**config.mk**
```make
export PLATFORM = sky130hd
export DESIGN_NAME = vectored_irq_source_control
export DESIGN_NICKNAME = d
export VERILOG_FILES = /design/src/irq_ctrl_pkg.sv /design/src/vectored_irq_source_control.sv /design/src/irq_source_stage.sv
export SDC_FILE = /design/constraint.sdc
export NUM_CORES = 1
export LEC_CHECK = 0
export BUFFER_PORTS_ARGS = -buffer_cell sky130_fd_sc_hd__buf_2
export CAP_MARGIN = 20
export CELL_PAD_IN_SITES_DETAIL_PLACEMENT = 1
export CELL_PAD_IN_SITES_GLOBAL_PLACEMENT = 2
export CORE_ASPECT_RATIO = 0.9
export CORE_MARGIN = 8
export CORE_UTILIZATION = 41
export CTS_BUF_LIST = sky130_fd_sc_hd__clkbuf_8
export DETAILED_ROUTE_END_ITERATION = 10
export GPL_TIMING_DRIVEN = 0
export PLACE_DENSITY_LB_ADDON = 0.1
export SLEW_MARGIN = 5
export SYNTH_ARGS = -nofsm -noshare
export SYNTH_HDL_FRONTEND = slang
export SYNTH_SLANG_ARGS = --single-unit
```
**constraint.sdc**
```tcl
create_clock -name clock_i -period 66.3 [get_ports clock_i]
set_input_delay 3.315 -clock clock_i [delete_from_list [all_inputs] [get_ports clock_i]]
set_output_delay 3.315 -clock clock_i [all_outputs]
set_load 0.02 [all_outputs]
```
**src/irq_ctrl_pkg.sv**
```systemverilog
package irq_ctrl_pkg;

  localparam int NUM_SRC = 32;
  localparam int ADDR_W = 12;

  // register byte offsets
  localparam logic [11:0] OFS_SMR_BASE = 12'h000;
  localparam logic [11:0] OFS_SMR_LAST = 12'h07c;
  localparam logic [11:0] OFS_VECTOR = 12'h100;
  localparam logic [11:0] OFS_FAST_VECTOR = 12'h104;
  localparam logic [11:0] OFS_CUR_NUMBER = 12'h108;
  localparam logic [11:0] OFS_PENDING = 12'h10c;
  localparam logic [11:0] OFS_MASK = 12'h110;
  localparam logic [11:0] OFS_CORE_IMAGE = 12'h114;
  localparam logic [11:0] OFS_ENABLE_CMD = 12'h120;
  localparam logic [11:0] OFS_DISABLE_CMD = 12'h124;
  localparam logic [11:0] OFS_CLEAR_CMD = 12'h128;
  localparam logic [11:0] OFS_SET_CMD = 12'h12c;
  localparam logic [11:0] OFS_GEN_MASK = 12'h130;
  localparam logic [11:0] OFS_FAST_FORCE = 12'h140;

  // source mode field layout
  localparam int PRIO_LSB = 0;
  localparam int PRIO_W = 3;
  localparam int TRIG_LSB = 5;
  localparam int TRIG_W = 2;
  // trigger field: bit 0 edge, bit 1 active high / rising
  localparam int TRIG_EDGE_BIT = 0;
  localparam int TRIG_POL_BIT = 1;
  localparam logic [1:0] TRIG_LOW_LEVEL = 2'h0;
  localparam logic [1:0] TRIG_FALL_EDGE = 2'h1;
  localparam logic [1:0] TRIG_HIGH_LEVEL = 2'h2;
  localparam logic [1:0] TRIG_RISE_EDGE = 2'h3;

  // core image bit positions
  localparam int IMG_IRQ_BIT = 1;
  localparam int IMG_FIQ_BIT = 0;

  // reset values
  localparam logic [1:0] RST_TRIG = 2'h0;
  localparam logic [2:0] RST_PRIO = 3'h0;
  localparam logic [31:0] RST_MASK = 32'h0000_0000;
  localparam logic [31:0] RST_FORCE = 32'h0000_0000;
  localparam logic RST_GEN_MASK = 1'b0;

  typedef struct packed {
    logic [TRIG_W-1:0] trig;
    logic [PRIO_W-1:0] prio;
  } smr_s;

  typedef enum logic [1:0] {
    SVC_IDLE = 2'b00,
    SVC_BUSY = 2'b01
  } svc_e;

  typedef struct packed {
    logic psel;
    logic penable;
    logic pwrite;
    logic [ADDR_W-1:0] paddr;
    logic [31:0] pwdata;
  } apb_req_s;

  typedef struct packed {
    logic [31:0] prdata;
    logic pready;
    logic pslverr;
  } apb_rsp_s;

  typedef struct packed {
    logic sync1;
    logic sync2;
    logic prev;
    logic edge_latch;
  } stage_s;

endpackage

```
**src/vectored_irq_source_control.sv**
```systemverilog
// Chosen here: the register addresses and the APB slave port.
`timescale 1ns/10ps
// What this block does
// RULE1 - runs on the free system clock; no power gating alters behaviour
// RULE2 - either processor request asserted also raises the wake-up output
// RULE3 - general mask keeps normal request off but still raises wake-up
// RULE4 - source 0 is fed only from the fast request input pin
// RULE5 - source 1 is the OR of all system peripheral interrupt lines
// RULE6 - sources 2 to 31 take a peripheral line or an external line
// RULE7 - per-source trigger field alone decides what counts as interrupt
// RULE8 - internal sources are level or edge; polarity has no meaning
// RULE9 - external sources: high level, low level, rising or falling edge
// RULE10 - enable and disable command writes of ones; mask is readable
// RULE11 - a disabled source never affects arbitration of enabled ones
// RULE12 - set command latches an edge source; clear command drops it
// RULE13 - set and clear leave level-sensitive sources unchanged
// RULE14 - software set behaves exactly like a detected hardware edge
// RULE15 - vector read clears only the current source's latched edge
// RULE16 - no automatic clear for sources with fast forcing enabled
// RULE17 - source 0 is cleared by a fast vector read instead
// RULE18 - pending status shows live activity, masked or not
// RULE19 - current number register returns the selected source number
// RULE20 - core image shows the normal and fast request line states
// RULE21 - external latency is equal with or without pin multiplexing
// RULE22 - sources 1 to 31 hold a priority 0 to 7, 7 highest
// RULE23 - equal top priority picks the smallest source number
// RULE24 - reading the vector register deasserts the normal request line
// RULE25 - external inputs are synchronised; edges compare to last sample
// RULE26 - software clears level sources at the originating peripheral
module vectored_irq_source_control #(
  parameter logic [31:0] EXT_MASK = 32'h0000_0001
) (
  input wire logic clock_i,
  input wire logic sys_rst_i,
  input wire irq_ctrl_pkg::apb_req_s apb_req_i,
  output irq_ctrl_pkg::apb_rsp_s apb_rsp_o,
  input wire logic fast_request_input_i,
  input wire logic [31:0] external_request_inputs_i,
  input wire logic [31:0] peripheral_irq_i,
  input wire logic [7:0] system_irq_i,
  input wire logic end_of_service_i,
  output logic normal_request_out_n_o,
  output logic fast_request_out_n_o,
  output logic wake_o,
  output logic vector_read_o,
  output logic fast_vector_read_o,
  output logic [4:0] current_source_o,
  output logic [2:0] current_level_o
);

  localparam int N = irq_ctrl_pkg::NUM_SRC;

  typedef struct packed {
    irq_ctrl_pkg::smr_s [N-1:0] smr;
    logic [31:0] mask;
    logic [31:0] force_fast;
    logic gen_mask;
    irq_ctrl_pkg::svc_e svc;
    logic [4:0] cur_src;
    logic [2:0] cur_lvl;
    logic [4:0] win_src;
    logic win_valid;
    logic irq_n;
    logic fiq_n;
    logic wake;
    logic vec_rd;
    logic fvec_rd;
    logic [31:0] prdata;
  } ctrl_s;

  ctrl_s r_reg;
  ctrl_s r_next;

  logic [31:0] raw_src;
  logic [31:0] active;
  logic [31:0] set_cmd;
  logic [31:0] clr_cmd;
  logic [31:0] cand;
  logic setup;
  logic access;
  logic wr;
  logic rd;
  logic smr_hit;
  logic [4:0] smr_idx;
  logic mapped;
  logic found;
  logic [4:0] best_src;
  logic [2:0] best_prio;
  logic irq_cond;
  logic fiq_cond;
  logic irq_want;
  logic [31:0] rdata;

  // source map
  always_comb begin
    raw_src = '0;
    raw_src[0] = fast_request_input_i; // RULE4
    raw_src[1] = |system_irq_i; // RULE5
    for (int i = 2; i < N; i++) begin
      raw_src[i] = EXT_MASK[i] ? external_request_inputs_i[i]
                               : peripheral_irq_i[i]; // RULE6
    end
  end

  // one input stage per source; sync path same for every external line
  for (genvar g = 0; g < N; g++) begin : g_src
    irq_source_stage #(
      .EXTERNAL(g == 0 ? 1'b1 : (g == 1 ? 1'b0 : EXT_MASK[g])) // RULE21
    ) u_stage (
      .clock_i(clock_i),
      .sys_rst_i(sys_rst_i),
      .raw_i(raw_src[g]),
      .trig_i(r_reg.smr[g].trig),
      .set_i(set_cmd[g]),
      .clr_i(clr_cmd[g]),
      .active_o(active[g])
    );
  end

  // apb decode
  always_comb begin
    setup = apb_req_i.psel & ~apb_req_i.penable;
    access = apb_req_i.psel & apb_req_i.penable;
    wr = access & apb_req_i.pwrite;
    rd = access & ~apb_req_i.pwrite;
    smr_hit = (apb_req_i.paddr <= irq_ctrl_pkg::OFS_SMR_LAST) &&
              (apb_req_i.paddr[1:0] == 2'h0);
    smr_idx = apb_req_i.paddr[6:2];
    case (apb_req_i.paddr)
      irq_ctrl_pkg::OFS_VECTOR,
      irq_ctrl_pkg::OFS_FAST_VECTOR,
      irq_ctrl_pkg::OFS_CUR_NUMBER,
      irq_ctrl_pkg::OFS_PENDING,
      irq_ctrl_pkg::OFS_MASK,
      irq_ctrl_pkg::OFS_CORE_IMAGE,
      irq_ctrl_pkg::OFS_ENABLE_CMD,
      irq_ctrl_pkg::OFS_DISABLE_CMD,
      irq_ctrl_pkg::OFS_CLEAR_CMD,
      irq_ctrl_pkg::OFS_SET_CMD,
      irq_ctrl_pkg::OFS_GEN_MASK,
      irq_ctrl_pkg::OFS_FAST_FORCE: mapped = 1'b1;
      default: mapped = smr_hit;
    endcase
  end

  // priority arbitration over enabled normal sources
  always_comb begin
    cand = active & r_reg.mask & ~r_reg.force_fast; // RULE11
    cand[0] = 1'b0;
    found = 1'b0;
    best_src = 5'h00;
    best_prio = 3'h0;
    // walk downward so that a tie leaves the smaller number
    for (int i = N - 1; i >= 1; i--) begin
      if (cand[i] && (!found || r_reg.smr[i].prio >= best_prio)) begin // RULE23
        found = 1'b1;
        best_src = 5'(i);
        best_prio = r_reg.smr[i].prio; // RULE22
      end
    end
    irq_cond = found;
    fiq_cond = (active[0] & r_reg.mask[0]) |
               (|(active & r_reg.mask & r_reg.force_fast));
  end

  // read data mux
  always_comb begin
    rdata = 32'h0000_0000;
    if (smr_hit) begin
      rdata[irq_ctrl_pkg::PRIO_LSB +: irq_ctrl_pkg::PRIO_W] =
        r_reg.smr[smr_idx].prio;
      rdata[irq_ctrl_pkg::TRIG_LSB +: irq_ctrl_pkg::TRIG_W] =
        r_reg.smr[smr_idx].trig;
    end
    case (apb_req_i.paddr)
      irq_ctrl_pkg::OFS_VECTOR: rdata = {27'h0, best_src};
      irq_ctrl_pkg::OFS_FAST_VECTOR: rdata = 32'h0000_0000;
      irq_ctrl_pkg::OFS_CUR_NUMBER: rdata = {27'h0, r_reg.cur_src}; // RULE19
      irq_ctrl_pkg::OFS_PENDING: rdata = active; // RULE18
      irq_ctrl_pkg::OFS_MASK: rdata = r_reg.mask; // RULE10
      irq_ctrl_pkg::OFS_CORE_IMAGE: begin
        rdata[irq_ctrl_pkg::IMG_IRQ_BIT] = ~r_reg.irq_n; // RULE20
        rdata[irq_ctrl_pkg::IMG_FIQ_BIT] = ~r_reg.fiq_n; // RULE20
      end
      irq_ctrl_pkg::OFS_GEN_MASK: rdata = {31'h0, r_reg.gen_mask};
      irq_ctrl_pkg::OFS_FAST_FORCE: rdata = r_reg.force_fast;
      default: rdata = rdata;
    endcase
  end

  // software set and clear plus automatic clears
  always_comb begin
    set_cmd = '0;
    clr_cmd = '0;
    if (wr && apb_req_i.paddr == irq_ctrl_pkg::OFS_SET_CMD) begin
      set_cmd = apb_req_i.pwdata; // RULE12
    end
    if (wr && apb_req_i.paddr == irq_ctrl_pkg::OFS_CLEAR_CMD) begin
      clr_cmd = apb_req_i.pwdata; // RULE12
    end
    if (rd && apb_req_i.paddr == irq_ctrl_pkg::OFS_VECTOR &&
        r_reg.win_valid && !r_reg.force_fast[r_reg.win_src]) begin // RULE16
      clr_cmd[r_reg.win_src] = 1'b1; // RULE15
    end
    if (rd && apb_req_i.paddr == irq_ctrl_pkg::OFS_FAST_VECTOR) begin
      clr_cmd[0] = 1'b1; // RULE17
    end
  end

  // next state
  always_comb begin
    r_next = r_reg;
    r_next.vec_rd = 1'b0;
    r_next.fvec_rd = 1'b0;
    // capture read data and winner in the setup cycle
    if (setup) begin
      r_next.prdata = rdata;
      r_next.win_src = best_src;
      r_next.win_valid = found;
    end
    if (wr) begin
      if (smr_hit) begin
        r_next.smr[smr_idx].prio =
          apb_req_i.pwdata[irq_ctrl_pkg::PRIO_LSB +: irq_ctrl_pkg::PRIO_W];
        r_next.smr[smr_idx].trig =
          apb_req_i.pwdata[irq_ctrl_pkg::TRIG_LSB +: irq_ctrl_pkg::TRIG_W];
      end
      case (apb_req_i.paddr)
        irq_ctrl_pkg::OFS_ENABLE_CMD:
          r_next.mask = r_reg.mask | apb_req_i.pwdata; // RULE10
        irq_ctrl_pkg::OFS_DISABLE_CMD:
          r_next.mask = r_reg.mask & ~apb_req_i.pwdata; // RULE10
        irq_ctrl_pkg::OFS_GEN_MASK:
          r_next.gen_mask = apb_req_i.pwdata[0];
        irq_ctrl_pkg::OFS_FAST_FORCE:
          r_next.force_fast = {apb_req_i.pwdata[31:1], 1'b0};
        default: r_next.mask = r_next.mask;
      endcase
    end
    // service tracking
    case (r_reg.svc)
      irq_ctrl_pkg::SVC_IDLE: begin
        if (end_of_service_i) begin
          r_next.svc = irq_ctrl_pkg::SVC_IDLE;
        end
      end
      irq_ctrl_pkg::SVC_BUSY: begin
        if (end_of_service_i) begin
          r_next.svc = irq_ctrl_pkg::SVC_IDLE;
        end
      end
      default: r_next.svc = irq_ctrl_pkg::SVC_IDLE;
    endcase
    if (rd && apb_req_i.paddr == irq_ctrl_pkg::OFS_VECTOR) begin
      r_next.vec_rd = 1'b1;
      if (r_reg.win_valid) begin
        r_next.svc = irq_ctrl_pkg::SVC_BUSY;
        r_next.cur_src = r_reg.win_src;
        r_next.cur_lvl = r_reg.smr[r_reg.win_src].prio;
      end
    end
    if (rd && apb_req_i.paddr == irq_ctrl_pkg::OFS_FAST_VECTOR) begin
      r_next.fvec_rd = 1'b1;
    end
    // normal request: idle, or a higher level than the one in service
    irq_want = irq_cond && (r_reg.svc == irq_ctrl_pkg::SVC_IDLE ||
                            best_prio > r_reg.cur_lvl);
    r_next.irq_n = ~(irq_want & ~r_reg.gen_mask); // RULE3
    if (rd && apb_req_i.paddr == irq_ctrl_pkg::OFS_VECTOR) begin
      r_next.irq_n = 1'b1; // RULE24
    end
    r_next.fiq_n = ~fiq_cond;
    // wake on any asserted line, or on a masked-off normal event
    r_next.wake = ~r_next.irq_n | ~r_next.fiq_n | // RULE2
                  (irq_want & r_reg.gen_mask); // RULE3
  end

  // state register on the free-running clock
  always_ff @(posedge clock_i) begin // RULE1
    if (sys_rst_i) begin
      r_reg <= '0;
      for (int i = 0; i < N; i++) begin
        r_reg.smr[i].trig <= irq_ctrl_pkg::RST_TRIG;
        r_reg.smr[i].prio <= irq_ctrl_pkg::RST_PRIO;
      end
      r_reg.mask <= irq_ctrl_pkg::RST_MASK;
      r_reg.force_fast <= irq_ctrl_pkg::RST_FORCE;
      r_reg.gen_mask <= irq_ctrl_pkg::RST_GEN_MASK;
      r_reg.svc <= irq_ctrl_pkg::SVC_IDLE;
      r_reg.irq_n <= 1'b1;
      r_reg.fiq_n <= 1'b1;
    end else begin
      r_reg <= r_next;
    end
  end

  // outputs
  assign apb_rsp_o.prdata = r_reg.prdata;
  assign apb_rsp_o.pready = 1'b1;
  assign apb_rsp_o.pslverr = access & ~mapped;
  assign normal_request_out_n_o = r_reg.irq_n;
  assign fast_request_out_n_o = r_reg.fiq_n;
  assign wake_o = r_reg.wake;
  assign vector_read_o = r_reg.vec_rd;
  assign fast_vector_read_o = r_reg.fvec_rd;
  assign current_source_o = r_reg.cur_src;
  assign current_level_o = r_reg.cur_lvl;

endmodule // vectored_irq_source_control

```
**src/irq_source_stage.sv**
```systemverilog
`timescale 1ns/10ps
module irq_source_stage #(
  parameter bit EXTERNAL = 1'b0
) (
  input wire logic clock_i,
  input wire logic sys_rst_i,
  input wire logic raw_i,
  input wire logic [1:0] trig_i,
  input wire logic set_i,
  input wire logic clr_i,
  output logic active_o
);

  irq_ctrl_pkg::stage_s st_reg;
  irq_ctrl_pkg::stage_s st_next;
  logic lvl;
  logic pol_high;
  logic hit;
  logic edge_mode;

  // detection and edge memory
  always_comb begin
    st_next = st_reg;
    st_next.sync1 = raw_i; // RULE25
    st_next.sync2 = st_reg.sync1; // RULE25
    lvl = EXTERNAL ? st_reg.sync2 : raw_i; // RULE25
    st_next.prev = lvl;
    // internal lines ignore polarity
    pol_high = EXTERNAL ? trig_i[irq_ctrl_pkg::TRIG_POL_BIT] : 1'b1; // RULE8
    edge_mode = trig_i[irq_ctrl_pkg::TRIG_EDGE_BIT]; // RULE7
    hit = pol_high ? (lvl & ~st_reg.prev) : (~lvl & st_reg.prev); // RULE9
    if (edge_mode) begin // RULE13
      if (clr_i) begin
        st_next.edge_latch = 1'b0; // RULE12
      end
      if (hit || set_i) begin
        st_next.edge_latch = 1'b1; // RULE14
      end
    end
    active_o = edge_mode ? st_reg.edge_latch : (pol_high ? lvl : ~lvl);
  end

  // state register
  always_ff @(posedge clock_i) begin
    if (sys_rst_i) begin
      st_reg <= '0;
    end else begin
      st_reg <= st_next;
    end
  end

endmodule // irq_source_stage

```
==> impl_metrics.py <==
metrics = {
    "clocking": {
        "postCtsSetupBuffers": 0,
        "clock_path_buffers": 3,
        "cts_max_level": 2,
        "cts_resized": 0,
        "cts-root-buf": "clkbuf_8",
        "cts_sinks": 343,
        "cts_made_buffers": 59,
        "clk_pin_slew_ns": 0.06,
        "cts_tree": "built",
        "clock_latency_ns": 0.68,
        "ctsHoldBuffers": 0,
    },
    "routing": {
        "finalWirelength_microns": 108000,
        "dr.pass1.iters": 6,
        "num_vias": 23300,
        "antenna_left": 0,
        "drcViolationCount": 0,
        "detail_route.iter0.violations": 2278,
        "viasPerCell": 6.41,
        "wl_per_cell_microns": 29.7,
    },
    "finish": {
        "seqCellArea_sq_mm": 0.00687,
        "drive_gt1_share_pct": 14.6,
        "multi_input_area_sq_mm": 0.0137,
        "largest_register_ffs": 200,
        "nNetsFinal": 3093,
        "fill_cells": 6466,
        "syn_to_final_growth_pct": 13.2,
    },
    "timing": {
        "rsz0062_at_grt": "no",
        "skew_ns": 0.0182,
        "fin_crit_ns": 49.97,
        "maxSlewViolCount": 0,
        "hold_viol": 0,
        "finalSetupTns_ns": 0,
        "fmax_mhz": 20.0,
        "finalCritPeriodShare_pct": 75.4,
        "finalSetupViolations": 0,
        "timing.slew.headroom_pct": 16.1,
        "tightest_slew_ns": 1.26,
    },
    "yosys": {
        "synth_top_area_share_pct": 31.4,
        "syn_nets": 2891,
        "ys_top_cells_by_count": "dfxtp_1 (343), nand2_1 (332), nor2_1 (309), a21oi_1 (230), o21ai_0 (146)",
        "ys.flop_type": "dfxtp_1",
        "synth.most_common_cell": "dfxtp_1",
        "synthCells": 2697,
        "syn_area_per_cell_sq_um": 8.11,
        "synth_top_cell_by_area": "dfxtp_1",
        "ys_seq_area_share_pct": 31.4,
        "async_flop_share_pct": 0,
        "ys_seq_elements": 343,
        "synth.cell_area_sq_mm": 0.0219,
        "synth_edf_count": 0,
        "synth.distinct_cells": 102,
        "synth_area_leaders": "dfxtp_1 (31%), mux4_2 (7.3%), nand2_1 (5.7%)",
        "synth-warning-count": 0,
    },
    "global_routing": {
        "grt-ovfl-total": 0,
        "grt_pass1_wl_microns": 156000,
        "grt_max_degree": 16,
        "grt.total_usage_pct": 34.0,
        "grt_pass1_vias": 23400,
        "antenna_found_initial": 2,
    },
    "worst_setup_path": {
        "crit_top_cell": "ha_1",
        "crit_family": "compound AO/OA/AOI/OAI gates",
        "crit_cells": 212,
        "end_kind": "register",
        "r2r_slack_ns": 18.45,
        "r2r_cells": 211,
        "worstSetupPathType": "in2reg",
        "timing.rr.end": "wake_o$_SDFF_PP0_",
        "critPathMaxStageDelay_ns": 0.80,
        "cp_data_arrival_time_ns": 50.50,
        "r2r-start": "r_reg[276]$_SDFFE_PP0P_",
        "crit_buf_inv": 7,
        "start_kind": "input port",
        "crit_path_top_delay_cell": "a221oi_1",
        "cp_max_fo": 10,
        "critPathLaunch": "peripheral_irq_i[31]",
        "cp-endpoint": "wake_o$_SDFF_PP0_",
        "worstPathRequired_ns": 66.82,
    },
    "flow_run": {
        "maxCapViolCount": 0,
    },
    "die": {
        "fp-row-count": 80,
        "fp.dieW_microns": 259,
        "coreArea_sq_mm": 0.0529,
        "die_area_sq_mm": 0.0610,
        "die_y_microns": 235,
        "io_pins": 170,
        "start_util_pct": 41.4,
    },
    "place": {
        "place.gp.congestion": 1.05,
        "port_buffers": 126,
        "dpl.hpwl_microns": 84600,
    },
    "power_and_ir_drop": {
        "p_per_area_mw_per_mm2": 17.8,
        "p_leak_nw": 9.18,
        "vdd_ir_drop_max_mv": 0.0127,
        "total_power_mw": 0.440,
    },
    "worst_hold_path": {
        "hold_class": "reg2reg",
    },
    "run_status": {
        "status": "complete, no violations",
    },
}
==> per-layer routing <==
metal | GRT usage (%) | part of all wire (%) | vias to the layer above
li1 | - | - | 10200
met1 | 44.6 | 42 | 11700
met2 | 51.5 | 43 | 1175
met3 | 8.55 | 9.9 | 268
met4 | 17.0 | 5.7 | 2
met5 | 0 | 0.0083 | -
==> stage by stage <==
stage	instances	hold slack (ns)	util, %	cell area [sq um]	setup WS, ns
final	3641	0.457	46.8	24800	16.33
after detailed placement	3531	0.449	44.5	23500	16.25
after floorplan	2697	0.414	-	21900	23.53
after global placement	3520	0.431	44.2	23400	17.17
after global routing	3641	0.457	46.8	24800	12.43
after CTS	3636	0.461	46.7	24700	16.80
==> cell type report <==
cell class / count / area share (%)
inverters: 108 / 1.64
clock inverters: 27 / 0.480
well taps: 697 / 3.52
repair buffers: 141 / 3.15
multi-input cells: 2041 / 55.3
clock buffers: 78 / 4.34
diodes: 1 / 0.0101
flip-flops and latches: 343 / 27.7
plain buffers: 205 / 3.77
==> cells by family (layout without fill, tap and decap cells) <==
group	count (synthesis)	in the layout	synth area share, %
xor gates and xnor gates	1	1	0.0401
AOI/OAI and AO/OA	793	793	24.5
DFF	343	343	31.4
muxes	198	198	13.3
and+or+nand+nor	973	973	20.3
other	2	3	0.0343
adders and majority gates	74	74	4.21
buffers and inverters	313	559	6.12
==> where the power goes <==
| part | switching, mW | internal (mW) | leakage (nW) |
|---|---|---|---|
| combinational | 0.0234 | 0.00776 | 5.72 |
| clock | 0.0961 | 0.104 | 0.689 |
| sequential | 0.000520 | 0.207 | 2.77 |
==> worst min path at each step <==
stage / startpoint / end / slack [ns] / cells past startpoint
after floorplan: g_src[0].u_stage.st_next[2]$_SDFF_PP0_ / g_src[0].u_stage.lvl$_SDFF_PP0_ / 0.41 / 1
after global placement: g_src[0].u_stage.st_next[2]$_SDFF_PP0_ / g_src[0].u_stage.lvl$_SDFF_PP0_ / 0.43 / 1
after detailed placement: g_src[0].u_stage.st_next[2]$_SDFF_PP0_ / g_src[0].u_stage.lvl$_SDFF_PP0_ / 0.45 / 1
after CTS: r_reg[192]$_SDFFE_PP0P_ / r_reg[192]$_SDFFE_PP0P_ / 0.46 / 2
after global routing: g_src[0].u_stage.st_next[2]$_SDFF_PP0_ / g_src[0].u_stage.lvl$_SDFF_PP0_ / 0.46 / 1
final: g_src[0].u_stage.st_next[2]$_SDFF_PP0_ / g_src[0].u_stage.lvl$_SDFF_PP0_ / 0.46 / 1
==> cell usage in the layout, fill, tap and decap left out, drive strengths merged, types with 16 or more instances in the layout <==
cell / count
a21oi: 233
ha: 71
o211ai: 21
clkbuf: 220
nand3: 88
nor3b: 18
or3: 17
dfxtp: 343
and2: 16
mux2i: 109
a31oi: 22
a22oi: 81
buf: 204
a21o: 24
nand2: 332
nand3b: 19
o21ai: 152
a311oi: 33
o21a: 32
nor3: 37
nor2b: 20
o22ai: 17
mux4: 71
nand2b: 55
mux2: 18
a22o: 36
inv: 127
nor2: 309
nand4: 19
Power figures use the tool's default switching activity.
